**src/rtl/hotplug_cfg.svh**
```systemverilog
`ifndef HOTPLUG_CFG_SVH
`define HOTPLUG_CFG_SVH

// Command bytes selecting the registers
`define CMD_CTRL_B 8'h03
`define CMD_STAT_A 8'h04
`define CMD_STAT_B 8'h05

// Power-up value of every register and read value of unmapped commands
`define REG_RESET 8'h00

// Control register fields
`define CTRL_AUX_BIT 0
`define CTRL_MAIN_BIT 1
`define CTRL_GATE_BIT 2
`define CTRL_RSV_HI 5
`define CTRL_RSV_LO 3
`define CTRL_MAIN_GOOD_BIT 6
`define CTRL_AUX_GOOD_BIT 7
`define CTRL_WR_RESET 3'h0

// Status register fields
`define ST_LOW_OC_BIT 0
`define ST_RSV1_BIT 1
`define ST_HIGH_OC_BIT 2
`define ST_RSV3_BIT 3
`define ST_AUX_OC_BIT 4
`define ST_AUX_ON_BIT 5
`define ST_MAIN_ON_BIT 6
`define ST_FAULT_BIT 7

// Overcurrent flag vector index within one slot
`define OC_LOW 0
`define OC_HIGH 1
`define OC_AUX 2
`define OC_RESET 3'h0

// Slot numbers
`define SLOT_A 0
`define SLOT_B 1

// Synchroniser reset image: only the active-low override idles high
`define PIN_SYNC_RESET 17'h00001

`endif

```
**src/rtl/hotplug_pkg.sv**
```systemverilog
`default_nettype none

package hotplug_pkg;

    // Register selected by the latched command byte
    typedef enum logic [1:0] {
        SEL_NONE = 2'b00,
        SEL_CTRL_B = 2'b01,
        SEL_STAT_A = 2'b10,
        SEL_STAT_B = 2'b11
    } reg_sel_e;

    // Request, fault and mode pins of one slot
    typedef struct packed {
        logic main_req;
        logic aux_req;
        logic oc_aux;
        logic oc_high;
        logic oc_low;
        logic smc;
    } slot_pins_s;

    // All pins that cross into the clock domain
    typedef struct packed {
        slot_pins_s a;
        slot_pins_s b;
        logic a_main_on;
        logic a_aux_on;
        logic b_main_good;
        logic b_aux_good;
        logic b_override_n;
    } pins_s;

endpackage

`default_nettype wire

```
**src/rtl/hotplug_slot_regs.sv**
```systemverilog
`include "hotplug_cfg.svh"
`default_nettype none
// Summary of operation
// [RULE_01] Control bit 0 switches the slot B auxiliary output on or off.
// [RULE_02] Control bit 1 switches the slot B main outputs on or off.
// [RULE_03] Control bit 2 at 1 makes slot B power and power-good ignore the override input.
// [RULE_04] Control bits 7 and 6 read the aux and main power-good flags.
// [RULE_05] All three registers hold 00h after reset; every output starts off.
// [RULE_06] Power-good output is the AND of both flags without an override.
// [RULE_07] Active ungated override forces the power-good output to not-good.
// [RULE_08] Commands 03h, 04h, 05h select control B, status A, status B.
// [RULE_09] Status bit 7 reads 1 while the slot fault output pulls low.
// [RULE_10] Status bits 6 and 5 show actual main and aux output state.
// [RULE_11] Status bits 4, 2, 0 set on aux, high, low rail overcurrent.
// [RULE_12] Writing 1 to a set overcurrent bit clears it; the alert drops once no flag stands.
// [RULE_13] Reads and flag clears never change the slot fault output.
// [RULE_14] Main fault clears on main request low, aux fault on aux low.
// [RULE_15] With both faults latched, both requests must go low to clear.
// [RULE_16] Under serial management the fault bit and fault output stay idle.
// [RULE_17] An active slot B override releases the slot B fault output.
// [RULE_18] Slot B status behaves like slot A status with its own pins.
// [RULE_19] Reserved bits read zero and ignore writes.
// [RULE_20] The command byte of a byte write or read is latched as pointer.

module hotplug_slot_regs
    import hotplug_pkg::*;
(
    input wire logic sys_clk,
    input wire logic reset,
    input wire logic clk_en,
    input wire logic smb_cmd_valid,
    input wire logic [7:0] smb_cmd_byte,
    input wire logic smb_write_valid,
    input wire logic [7:0] smb_write_data,
    input wire logic smb_read_valid,
    output logic [7:0] smb_read_data,
    output logic alert_n_drive,
    output logic alert_n_oe,
    input wire logic slot_a_main_request,
    input wire logic slot_a_aux_request,
    input wire logic slot_b_main_request,
    input wire logic slot_b_aux_request,
    input wire logic slot_a_aux_overcurrent,
    input wire logic slot_a_high_rail_overcurrent,
    input wire logic slot_a_low_rail_overcurrent,
    input wire logic slot_b_aux_overcurrent,
    input wire logic slot_b_high_rail_overcurrent,
    input wire logic slot_b_low_rail_overcurrent,
    input wire logic [1:0] serial_management_control,
    input wire logic slot_a_main_power,
    input wire logic slot_a_aux_power,
    input wire logic slot_b_main_good,
    input wire logic slot_b_aux_good,
    input wire logic slot_b_override_n,
    output logic slot_b_main_power,
    output logic slot_b_aux_power,
    output logic slot_b_power_good_n_drive,
    output logic slot_b_power_good_n_oe,
    output logic slot_a_fault_n_drive,
    output logic slot_a_fault_n_oe,
    output logic slot_b_fault_n_drive,
    output logic slot_b_fault_n_oe
);

    pins_s raw;
    pins_s sp;
    slot_pins_s slot_in [2];
    reg_sel_e pointer;
    logic [2:0] ctrl_b;
    logic [2:0] oc_flag [2];
    logic [1:0] main_flt;
    logic [1:0] aux_flt;
    logic [1:0] fault_oe;
    logic [1:0] stat_wr;
    logic [1:0] slot_main_on;
    logic [1:0] slot_aux_on;
    logic ctrl_wr;
    logic override_active;
    logic next_pg_oe;
    logic [1:0] next_fault_oe;

    // Map a command byte onto a register select
    function automatic reg_sel_e decode_cmd(input logic [7:0] cmd);
        case (cmd)
            `CMD_CTRL_B: decode_cmd = SEL_CTRL_B;
            `CMD_STAT_A: decode_cmd = SEL_STAT_A;
            `CMD_STAT_B: decode_cmd = SEL_STAT_B;
            default: decode_cmd = SEL_NONE;
        endcase
    endfunction

    // Assemble a status byte for one slot; reserved bits stay zero
    function automatic logic [7:0] status_word(input logic fault, input logic main_on,
                                               input logic aux_on, input logic [2:0] oc);
        logic [7:0] w;
        w = `REG_RESET;
        w[`ST_FAULT_BIT] = fault;
        w[`ST_MAIN_ON_BIT] = main_on;
        w[`ST_AUX_ON_BIT] = aux_on;
        w[`ST_AUX_OC_BIT] = oc[`OC_AUX];
        w[`ST_HIGH_OC_BIT] = oc[`OC_HIGH];
        w[`ST_LOW_OC_BIT] = oc[`OC_LOW];
        status_word = w;
    endfunction

    // Gather the pins that come from outside the clock domain
    assign raw.a = '{main_req: slot_a_main_request, aux_req: slot_a_aux_request,
                     oc_aux: slot_a_aux_overcurrent, oc_high: slot_a_high_rail_overcurrent,
                     oc_low: slot_a_low_rail_overcurrent, smc: serial_management_control[0]};
    assign raw.b = '{main_req: slot_b_main_request, aux_req: slot_b_aux_request,
                     oc_aux: slot_b_aux_overcurrent, oc_high: slot_b_high_rail_overcurrent,
                     oc_low: slot_b_low_rail_overcurrent, smc: serial_management_control[1]};
    assign raw.a_main_on = slot_a_main_power;
    assign raw.a_aux_on = slot_a_aux_power;
    assign raw.b_main_good = slot_b_main_good;
    assign raw.b_aux_good = slot_b_aux_good;
    assign raw.b_override_n = slot_b_override_n;

    pin_sync #(
        .WIDTH($bits(pins_s)),
        .RESET_VAL(`PIN_SYNC_RESET)
    ) u_pin_sync (
        .sys_clk(sys_clk),
        .reset(reset),
        .clk_en(clk_en),
        .pin(raw),
        .level(sp)
    );

    // Per-slot views so both slots share one description
    assign slot_in[`SLOT_A] = sp.a;
    assign slot_in[`SLOT_B] = sp.b;
    assign slot_main_on = {slot_b_main_power, sp.a_main_on}; // see [RULE_10]
    assign slot_aux_on = {slot_b_aux_power, sp.a_aux_on}; // see [RULE_10]

    // Command byte latched as the register pointer
    always_ff @(posedge sys_clk)
    begin
        if (reset)
            pointer <= SEL_NONE;
        else if (clk_en && smb_cmd_valid)
            pointer <= decode_cmd(smb_cmd_byte); // see [RULE_20] see [RULE_08]
    end

    // Write strobes for the selected register
    assign ctrl_wr = clk_en && smb_write_valid && (pointer == SEL_CTRL_B); // see [RULE_08]
    assign stat_wr[`SLOT_A] = clk_en && smb_write_valid && (pointer == SEL_STAT_A);
    assign stat_wr[`SLOT_B] = clk_en && smb_write_valid && (pointer == SEL_STAT_B);

    // Writable control bits; reserved and power-good bits take no write
    always_ff @(posedge sys_clk)
    begin
        if (reset)
            ctrl_b <= `CTRL_WR_RESET; // see [RULE_05]
        else if (ctrl_wr)
            ctrl_b <= smb_write_data[`CTRL_GATE_BIT:`CTRL_AUX_BIT]; // see [RULE_19]
    end

    // Override acts only while low and not gated off
    assign override_active = !sp.b_override_n && !ctrl_b[`CTRL_GATE_BIT]; // see [RULE_03]

    // Slot B supply outputs follow the enables, or all on under override
    always_ff @(posedge sys_clk)
    begin
        if (reset)
        begin
            slot_b_aux_power <= 1'b0;
            slot_b_main_power <= 1'b0;
        end
        else if (clk_en)
        begin
            slot_b_aux_power <= ctrl_b[`CTRL_AUX_BIT] || override_active; // see [RULE_01]
            slot_b_main_power <= ctrl_b[`CTRL_MAIN_BIT] || override_active; // see [RULE_02]
        end
    end

    // Power-good pulls low only when both flags are good and no override acts
    assign next_pg_oe = sp.b_main_good && sp.b_aux_good && !override_active; // see [RULE_06]

    always_ff @(posedge sys_clk)
    begin
        if (reset)
            slot_b_power_good_n_oe <= 1'b0;
        else if (clk_en)
            slot_b_power_good_n_oe <= next_pg_oe; // see [RULE_07]
    end

    // Sticky overcurrent flags: a new event wins over a same-cycle clear
    always_ff @(posedge sys_clk)
    begin
        if (reset)
        begin
            oc_flag[`SLOT_A] <= `OC_RESET;
            oc_flag[`SLOT_B] <= `OC_RESET;
        end
        else if (clk_en)
        begin
            for (int s = 0; s < 2; s++)
            begin
                logic [2:0] hit;
                logic [2:0] clr;
                hit = {slot_in[s].oc_aux, slot_in[s].oc_high, slot_in[s].oc_low}; // see [RULE_11]
                clr = {smb_write_data[`ST_AUX_OC_BIT], smb_write_data[`ST_HIGH_OC_BIT],
                       smb_write_data[`ST_LOW_OC_BIT]} & {3{stat_wr[s]}};
                oc_flag[s] <= (oc_flag[s] & ~clr) | hit; // see [RULE_12] see [RULE_18]
            end
        end
    end

    // Fault latches by cause; each cause clears on its own request going low
    always_ff @(posedge sys_clk)
    begin
        if (reset)
        begin
            main_flt <= 2'h0;
            aux_flt <= 2'h0;
        end
        else if (clk_en)
        begin
            for (int s = 0; s < 2; s++)
            begin
                if (slot_in[s].smc)
                begin
                    main_flt[s] <= 1'b0; // see [RULE_16]
                    aux_flt[s] <= 1'b0;
                end
                else
                begin
                    if (slot_in[s].oc_high || slot_in[s].oc_low)
                        main_flt[s] <= 1'b1;
                    else if (!slot_in[s].main_req)
                        main_flt[s] <= 1'b0; // see [RULE_14]
                    if (slot_in[s].oc_aux)
                        aux_flt[s] <= 1'b1;
                    else if (!slot_in[s].aux_req)
                        aux_flt[s] <= 1'b0; // see [RULE_14] see [RULE_15]
                end
            end
        end
    end

    // Fault outputs depend on latches and pins only, never on host access
    assign next_fault_oe[`SLOT_A] = (main_flt[`SLOT_A] || aux_flt[`SLOT_A])
                                    && !sp.a.smc; // see [RULE_13] see [RULE_16]
    assign next_fault_oe[`SLOT_B] = (main_flt[`SLOT_B] || aux_flt[`SLOT_B])
                                    && !sp.b.smc && sp.b_override_n; // see [RULE_17]

    always_ff @(posedge sys_clk)
    begin
        if (reset)
            fault_oe <= 2'h0;
        else if (clk_en)
            fault_oe <= next_fault_oe;
    end

    // Open-drain pins only ever pull low
    assign slot_a_fault_n_oe = fault_oe[`SLOT_A];
    assign slot_b_fault_n_oe = fault_oe[`SLOT_B];
    assign slot_a_fault_n_drive = 1'b0;
    assign slot_b_fault_n_drive = 1'b0;
    assign slot_b_power_good_n_drive = 1'b0;
    assign alert_n_drive = 1'b0;

    // Alert pulls low while any overcurrent flag stands
    assign alert_n_oe = |{oc_flag[`SLOT_A], oc_flag[`SLOT_B]}; // see [RULE_12]

    // Read data captured at the read strobe
    always_ff @(posedge sys_clk)
    begin
        if (reset)
            smb_read_data <= `REG_RESET;
        else if (clk_en && smb_read_valid)
        begin
            case (pointer)
                SEL_CTRL_B:
                begin
                    smb_read_data <= `REG_RESET; // see [RULE_19]
                    smb_read_data[`CTRL_AUX_GOOD_BIT] <= sp.b_aux_good; // see [RULE_04]
                    smb_read_data[`CTRL_MAIN_GOOD_BIT] <= sp.b_main_good;
                    smb_read_data[`CTRL_GATE_BIT:`CTRL_AUX_BIT] <= ctrl_b;
                end
                SEL_STAT_A:
                    smb_read_data <= status_word(fault_oe[`SLOT_A], slot_main_on[`SLOT_A],
                                                 slot_aux_on[`SLOT_A],
                                                 oc_flag[`SLOT_A]); // see [RULE_09]
                SEL_STAT_B:
                    smb_read_data <= status_word(fault_oe[`SLOT_B], slot_main_on[`SLOT_B],
                                                 slot_aux_on[`SLOT_B],
                                                 oc_flag[`SLOT_B]); // see [RULE_18]
                default:
                    smb_read_data <= `REG_RESET;
            endcase
        end
    end
endmodule // hotplug_slot_regs

`default_nettype wire

```
**src/rtl/pin_sync.sv**
```systemverilog
`default_nettype none

module pin_sync #(
    parameter int WIDTH = 1,
    parameter logic [WIDTH-1:0] RESET_VAL = '0
) (
    input wire logic sys_clk,
    input wire logic reset,
    input wire logic clk_en,
    input wire logic [WIDTH-1:0] pin,
    output logic [WIDTH-1:0] level
);

    logic [WIDTH-1:0] stage1;
    logic [WIDTH-1:0] stage2;
    logic [WIDTH-1:0] stage3;

    // Three-stage chain; the first stage feeds only the second
    always_ff @(posedge sys_clk)
    begin
        if (reset)
        begin
            stage1 <= RESET_VAL;
            stage2 <= RESET_VAL;
            stage3 <= RESET_VAL;
        end
        else if (clk_en)
        begin
            stage1 <= pin;
            stage2 <= stage1;
            stage3 <= stage2;
        end
    end

    // A bit moves only once the second and third stages agree
    always_ff @(posedge sys_clk)
    begin
        if (reset)
            level <= RESET_VAL;
        else if (clk_en)
            level <= (stage3 & ~(stage2 ^ stage3)) | (level & (stage2 ^ stage3));
    end

endmodule // pin_sync

`default_nettype wire

```
**config.mk**
```make
export PLATFORM = sky130hd
export DESIGN_NAME = hotplug_slot_regs
export DESIGN_NICKNAME = d
export VERILOG_FILES = /design/src/rtl/hotplug_pkg.sv /design/src/rtl/hotplug_slot_regs.sv /design/src/rtl/pin_sync.sv
export VERILOG_INCLUDE_DIRS = /design/src /design/src/rtl
export SDC_FILE = /design/constraint.sdc
export NUM_CORES = 1
export LEC_CHECK = 0
export BUFFER_PORTS_ARGS = -buffer_cell sky130_fd_sc_hd__buf_4
export CAP_MARGIN = 30
export CORE_MARGIN = 2
export CORE_UTILIZATION = 56
export DETAILED_ROUTE_END_ITERATION = 10
export PLACE_DENSITY_LB_ADDON = 0.25
export SKIP_CTS_REPAIR_TIMING = 1
export SYNTH_ARGS = -nofsm -noshare
export SYNTH_HDL_FRONTEND = slang
export SYNTH_SLANG_ARGS = --single-unit
```
**constraint.sdc**
```tcl
create_clock -name sys_clk -period 1.59 [get_ports sys_clk]
set_input_delay 0.318 -clock sys_clk [delete_from_list [all_inputs] [get_ports sys_clk]]
set_output_delay 0.318 -clock sys_clk [all_outputs]
set_load 0.01 [all_outputs]
```
# Word-level counts from Yosys, hierarchy flattened
# Memory sizes are Yosys's and may differ from the RTL's.
# Cells that the tools add are included.
[word_totals] reg_bits=90 ram_bits=6 in_bits=39 output_inout_bits=18 word_cells=90 n_memories=1
[op_classes] n_eq_ne=10 n_mux=21 bitwise=15 n_reduce_logical=28
[memory_table] memory="oc_flag" depth=2 word_bits=3 read_ports=2 rd_ports_with_merged_regs=0 wr=2 line_no="hotplug_slot_regs.sv:70" rtl="logic [2:0] oc_flag [2];"
[ops] cell="17-bit AND" count=2
[ops] cell="8-bit one-hot mux with 3 select lines" count=1
[ops] cell="1-bit 2-to-1 mux" count=17
[ops] cell="17-bit NOT" count=1
[ops] cell="17-bit bitwise OR" count=1
[ops] cell="17-bit XOR" count=1
[ops] cell="8-bit by 3-bit == test with 1-bit output, second input constant" count=2
[ops] cell="3-bit AND" count=4
[ops] cell="1-bit logical AND" count=12
[ops] cell="3-bit inequality test, second input constant" count=4
[ops] cell="8-bit by 2-bit == test with 1-bit output, second input constant" count=1
[ops] cell="2-bit AND reduction" count=4
[ops] cell="1-bit logical OR" count=6
[ops] cell="3-bit 2-to-1 mux" count=2
[ops] cell="3-bit NOT" count=2
[ops] cell="3-bit bitwise OR" count=2
[ops] cell="2-bit one-hot mux with 3 select lines" count=1
[ops] cell="6-bit OR reduction" count=1
[ops] cell="1-bit zero test" count=5
[ops] cell="2-bit == test, second input constant" count=2
[ops] cell="2-bit by 1-bit == test with 1-bit output, second input constant" count=1
[ops] cell="1-bit bitwise OR" count=2

# Longest topological paths before layout
[depth] depth_word=7 mapped_depth=5 depth_no_buf=3

# Hierarchy
# Synthesis repeated with hierarchy kept, for this count alone.
[unflattened] hier_cells=406 area_unflattened_um2=3891.2
[by_module_without_submodules] module="pin_sync" instances=1 cells_per_inst=257 area_each_um2=2567.5 seq_area_each_um2=1361.3
[by_module_without_submodules] module="hotplug_slot_regs" instances=1 cells_per_inst=149 area_each_um2=1323.8 seq_area_each_um2=600.6

# Least setup slack after synthesis
# Ideal clock, no wire load.
[synth_timing] kind="input to register" from="input port smb_cmd_byte[3]" to="register pointer[1]" setup_time_ps=96 arrival_ps=1316 t_required_ps=1494 setup_slack_ps=179 path_stages=3 n_path_buf=0 path_cell_list="or4_1 > or3_1 > o41ai_2"
[synth_via] elab_chain_len=2 elab_cells_between_ends=4 cone_classes="eq/ne: 3; mux: 1"
[synth_lines] element="from (decl)" line_no="hotplug_slot_regs.sv:32" rtl="input wire logic [7:0] smb_cmd_byte,"
[synth_lines] element="8-bit by 3-bit == test with 1-bit output / 8-bit by 2-bit == test with 1-bit output (equally long branches)" line_no="hotplug_slot_regs.sv:84" rtl="case (cmd)"
[synth_lines] element="2-bit one-hot mux with 3 select lines *" line_no="hotplug_slot_regs.sv:84"
[synth_lines] element="to (signal assigned)" line_no="hotplug_slot_regs.sv:142" rtl="pointer <= decode_cmd(smb_cmd_byte);"
[synth_lines] element="to (decl)" line_no="hotplug_slot_regs.sv:68" rtl="reg_sel_e pointer;"
# Mark *: on every way between the ends. The rest lies on a longest branch, timed or not.
# A chain may end at the register's enable or synchronous reset.

==> metrics.txt <==
endpoints failing hold=0; Max stage delay cell, worst path=edfxtp_1; Vias=~3000; I/O Pins=between 50 and 60; Critical Path Fanout Max=3; TritonCTS clock tree=done; Worst Setup Path Type=reg2out; Die ar.=approximately 7400 um^2; outcome=complete, but fails checks; area growth from synthesis to layout=17.32%; cell internal pwr=approximately 3500 uW; Core Footprint=6459 um^2; Synth top area share=between 40% and 50%; post-synth cell types=40; Sw Pwr=approximately 990 uW; Inserted Clock Buffers=9; EDFF count, synth=6; grt ovf=0; Initial Util=around three fifths; CTS sink count=between 90 and 100; Detailed Place HPWL=5169 um; worst hold slack=0.1615 ns; first-pass GRT wire length=about 12000 um; clock slew at reported path FFs=roughly 0.09 ns; Hold WC Path Type=in2reg; Achievable Freq=628.0 MHz; Cell Chain, Critical Path=nor4_2 > nand2_1 > buf_4; Crit. End Element=primary output; final wirelength=approximately 7600 um; Worst Path Required=roughly 1.3 ns; # diodes=0; asr flop ratio synth=0%; Final GP Congestion=0.7795; PwrDens=between 1000 and 1500 nW/um^2; Post-Synthesis Cell Area=about 3800 um^2; commonest non-fill, non-tap cell in the layout=dfxtp_1; failing checks=negative setup slack; CP arrival=1.27 ns; main area contributors after synthesis=dfxtp_1, mux2i_1, nor2_1, o21ai_0, a21oi_1; DRT Pass-1 Iters=6; Worst Setup Start Kind=flop; switch share=approximately 22%; top_reg_cell synth=dfxtp_1; Worst Slack Setup Final=-0.002309 ns; CTS root buffer=clkbuf_8; max cap viols=0; Iter 0 DRT Violations=160; vias in the first global route=roughly 2800; register bit total from synthesis=95; VDD IR max=~0.55 mV; Setup Viol. Count Final=1; crit-path leading delay family=flip-flops; vias per inst=approximately 5.7; # nets final=about 490; Synth warnings=0; commonest cells after routing, fill and taps aside=dfxtp_1, nor2_1, buf_4; Die Ht=approximately 86 um; Flop pwr share=a little under three fifths; die width=between 80 and 90 um; critical path buffer and inverter count=1; later-pin clock latency in the skew report=0.35 ns; DR DRC count=0; unrepaired setup endpoints after global routing=yes; H-Tree Depth=3; combinational power share=between 7 and 8%; total power=around 4500 uW; cell taking the most area after synthesis=dfxtp_1; gr usage total=between 20% and 30%; Setup Skew=~0.0069 ns; Bufs on Longest Clock Path=2; max-slew violation count=0; fin crit period=1.592 ns; Mapped Cells=just over 400; layout cell share with drive strength beyond 1=18.10%; drt wl/cell=roughly 14 um; Period Utilization, post-route=100.1%; num rows=29; IO Port Bufs=47; largest net degree at the start of global routing=42; worst stage delay on the critical path=0.44 ns; Avg Inst Size Synth=between 9 and 10 um^2; LEAKAGE=around 0.0019 uW; initial antenna violation count=0; Clock Power Share=between 30% and 40%; final antenna-violating net count=0; post-synthesis sequential area ratio=between 50% and 60%
[path summary, 6_finish.rpt]
kind	cells past startpoint	from	endpoint	slack (ns)
worst max register to register	3	pointer[0]	smb_read_data[6]	0.21
worst min-delay path	2	smb_cmd_byte[1]	pointer[1]	0.16
worst min register to register	2	smb_read_data[1]	smb_read_data[1]	0.45
worst max-delay path	3	oc_flag[0][1]	alert_n_oe	-0.002
[cells in the mapped netlist, types with 4 or more instances]
| library cell | n |
|---|---|
| dfxtp_1 | 89 |
| a21oi_1 | 36 |
| clkbuf_1 | 15 |
| and2_1 | 9 |
| buf_4 | 5 |
| nor2_1 | 64 |
| mux2_2 | 6 |
| o21ai_0 | 37 |
| buf_2 | 8 |
| inv_1 | 9 |
| a222oi_1 | 4 |
| nor2b_1 | 10 |
| edfxtp_1 | 6 |
| a31oi_1 | 6 |
| a21o_1 | 8 |
| mux2i_1 | 43 |
| nor3_1 | 4 |
| nand2_1 | 16 |
[worst register-to-register path, delay by kind of cell (launching register included)]
kind             cells  cell delay, ns
AND/OR/NAND/NOR      1            0.09
flip-flops           1            0.45
AO/OA/AOI/OAI        1            0.36
multiplexers         1            0.37
[per-layer routing]
layer	wire length (um)	vias to the layer above	part of all wire (%)	track usage, %
li1	-	1490	-	-
met4	122	0	1.6	6.818
met2	3508	108	46	34.18
met5	0	-	0	0
met1	3426	1401	45	27.38
met3	530	15	7.0	5.048
[power by group through the flow]
| stage | logic, uW | registers (uW) | clock network (uW) |
|---|---|---|---|
| floorplan | 208 | 2550 | 0 |
| global placement | 312 | 2560 | 0 |
| detailed placement | 322 | 2560 | 0 |
| CTS | 324 | 2500 | 1730 |
| global route | 360 | 2510 | 1810 |
| finish | 324 | 2510 | 1690 |
[cells by family (layout without fill, tap and decap cells)]
group | count (synthesis) | in the layout | synth area share, %
other | 1 | 5 | 0.09888
AO/OA/AOI/OAI | 104 | 104 | 16.30
AND/OR/NAND/NOR | 116 | 116 | 13.89
buffers and inverters | 39 | 83 | 4.619
multiplexers | 49 | 49 | 13.13
XOR/XNOR | 1 | 1 | 0.2310
flip-flops | 95 | 95 | 51.73
[per-stage QoR]
step	instances	setup WS [ns]	util, %	cell area (um^2)	setup TNS (ns)
final	530	-0.002309	68.89	4449	-0.002309
after global routing	530	-0.09623	68.89	4449	-0.09623
after floorplan	409	0.1785	-	3807	0
after global placement	513	0.03093	65.27	4215	0
after detailed placement	513	0.03904	65.27	4215	0
after CTS	529	-0.06127	68.66	4434	-0.06127
[final cells by class]
type                    instances  area (um^2)
clock inverters                 2        35.03
multi-input cells             275         1677
inverters                       9        33.78
repair buffers                 58        460.4
fillers                       506         2009
well taps                      77        96.34
clock buffers                  14        183.9
flip-flops and latches         95         1963
Note: power is estimated with default switching activity, not from simulation.
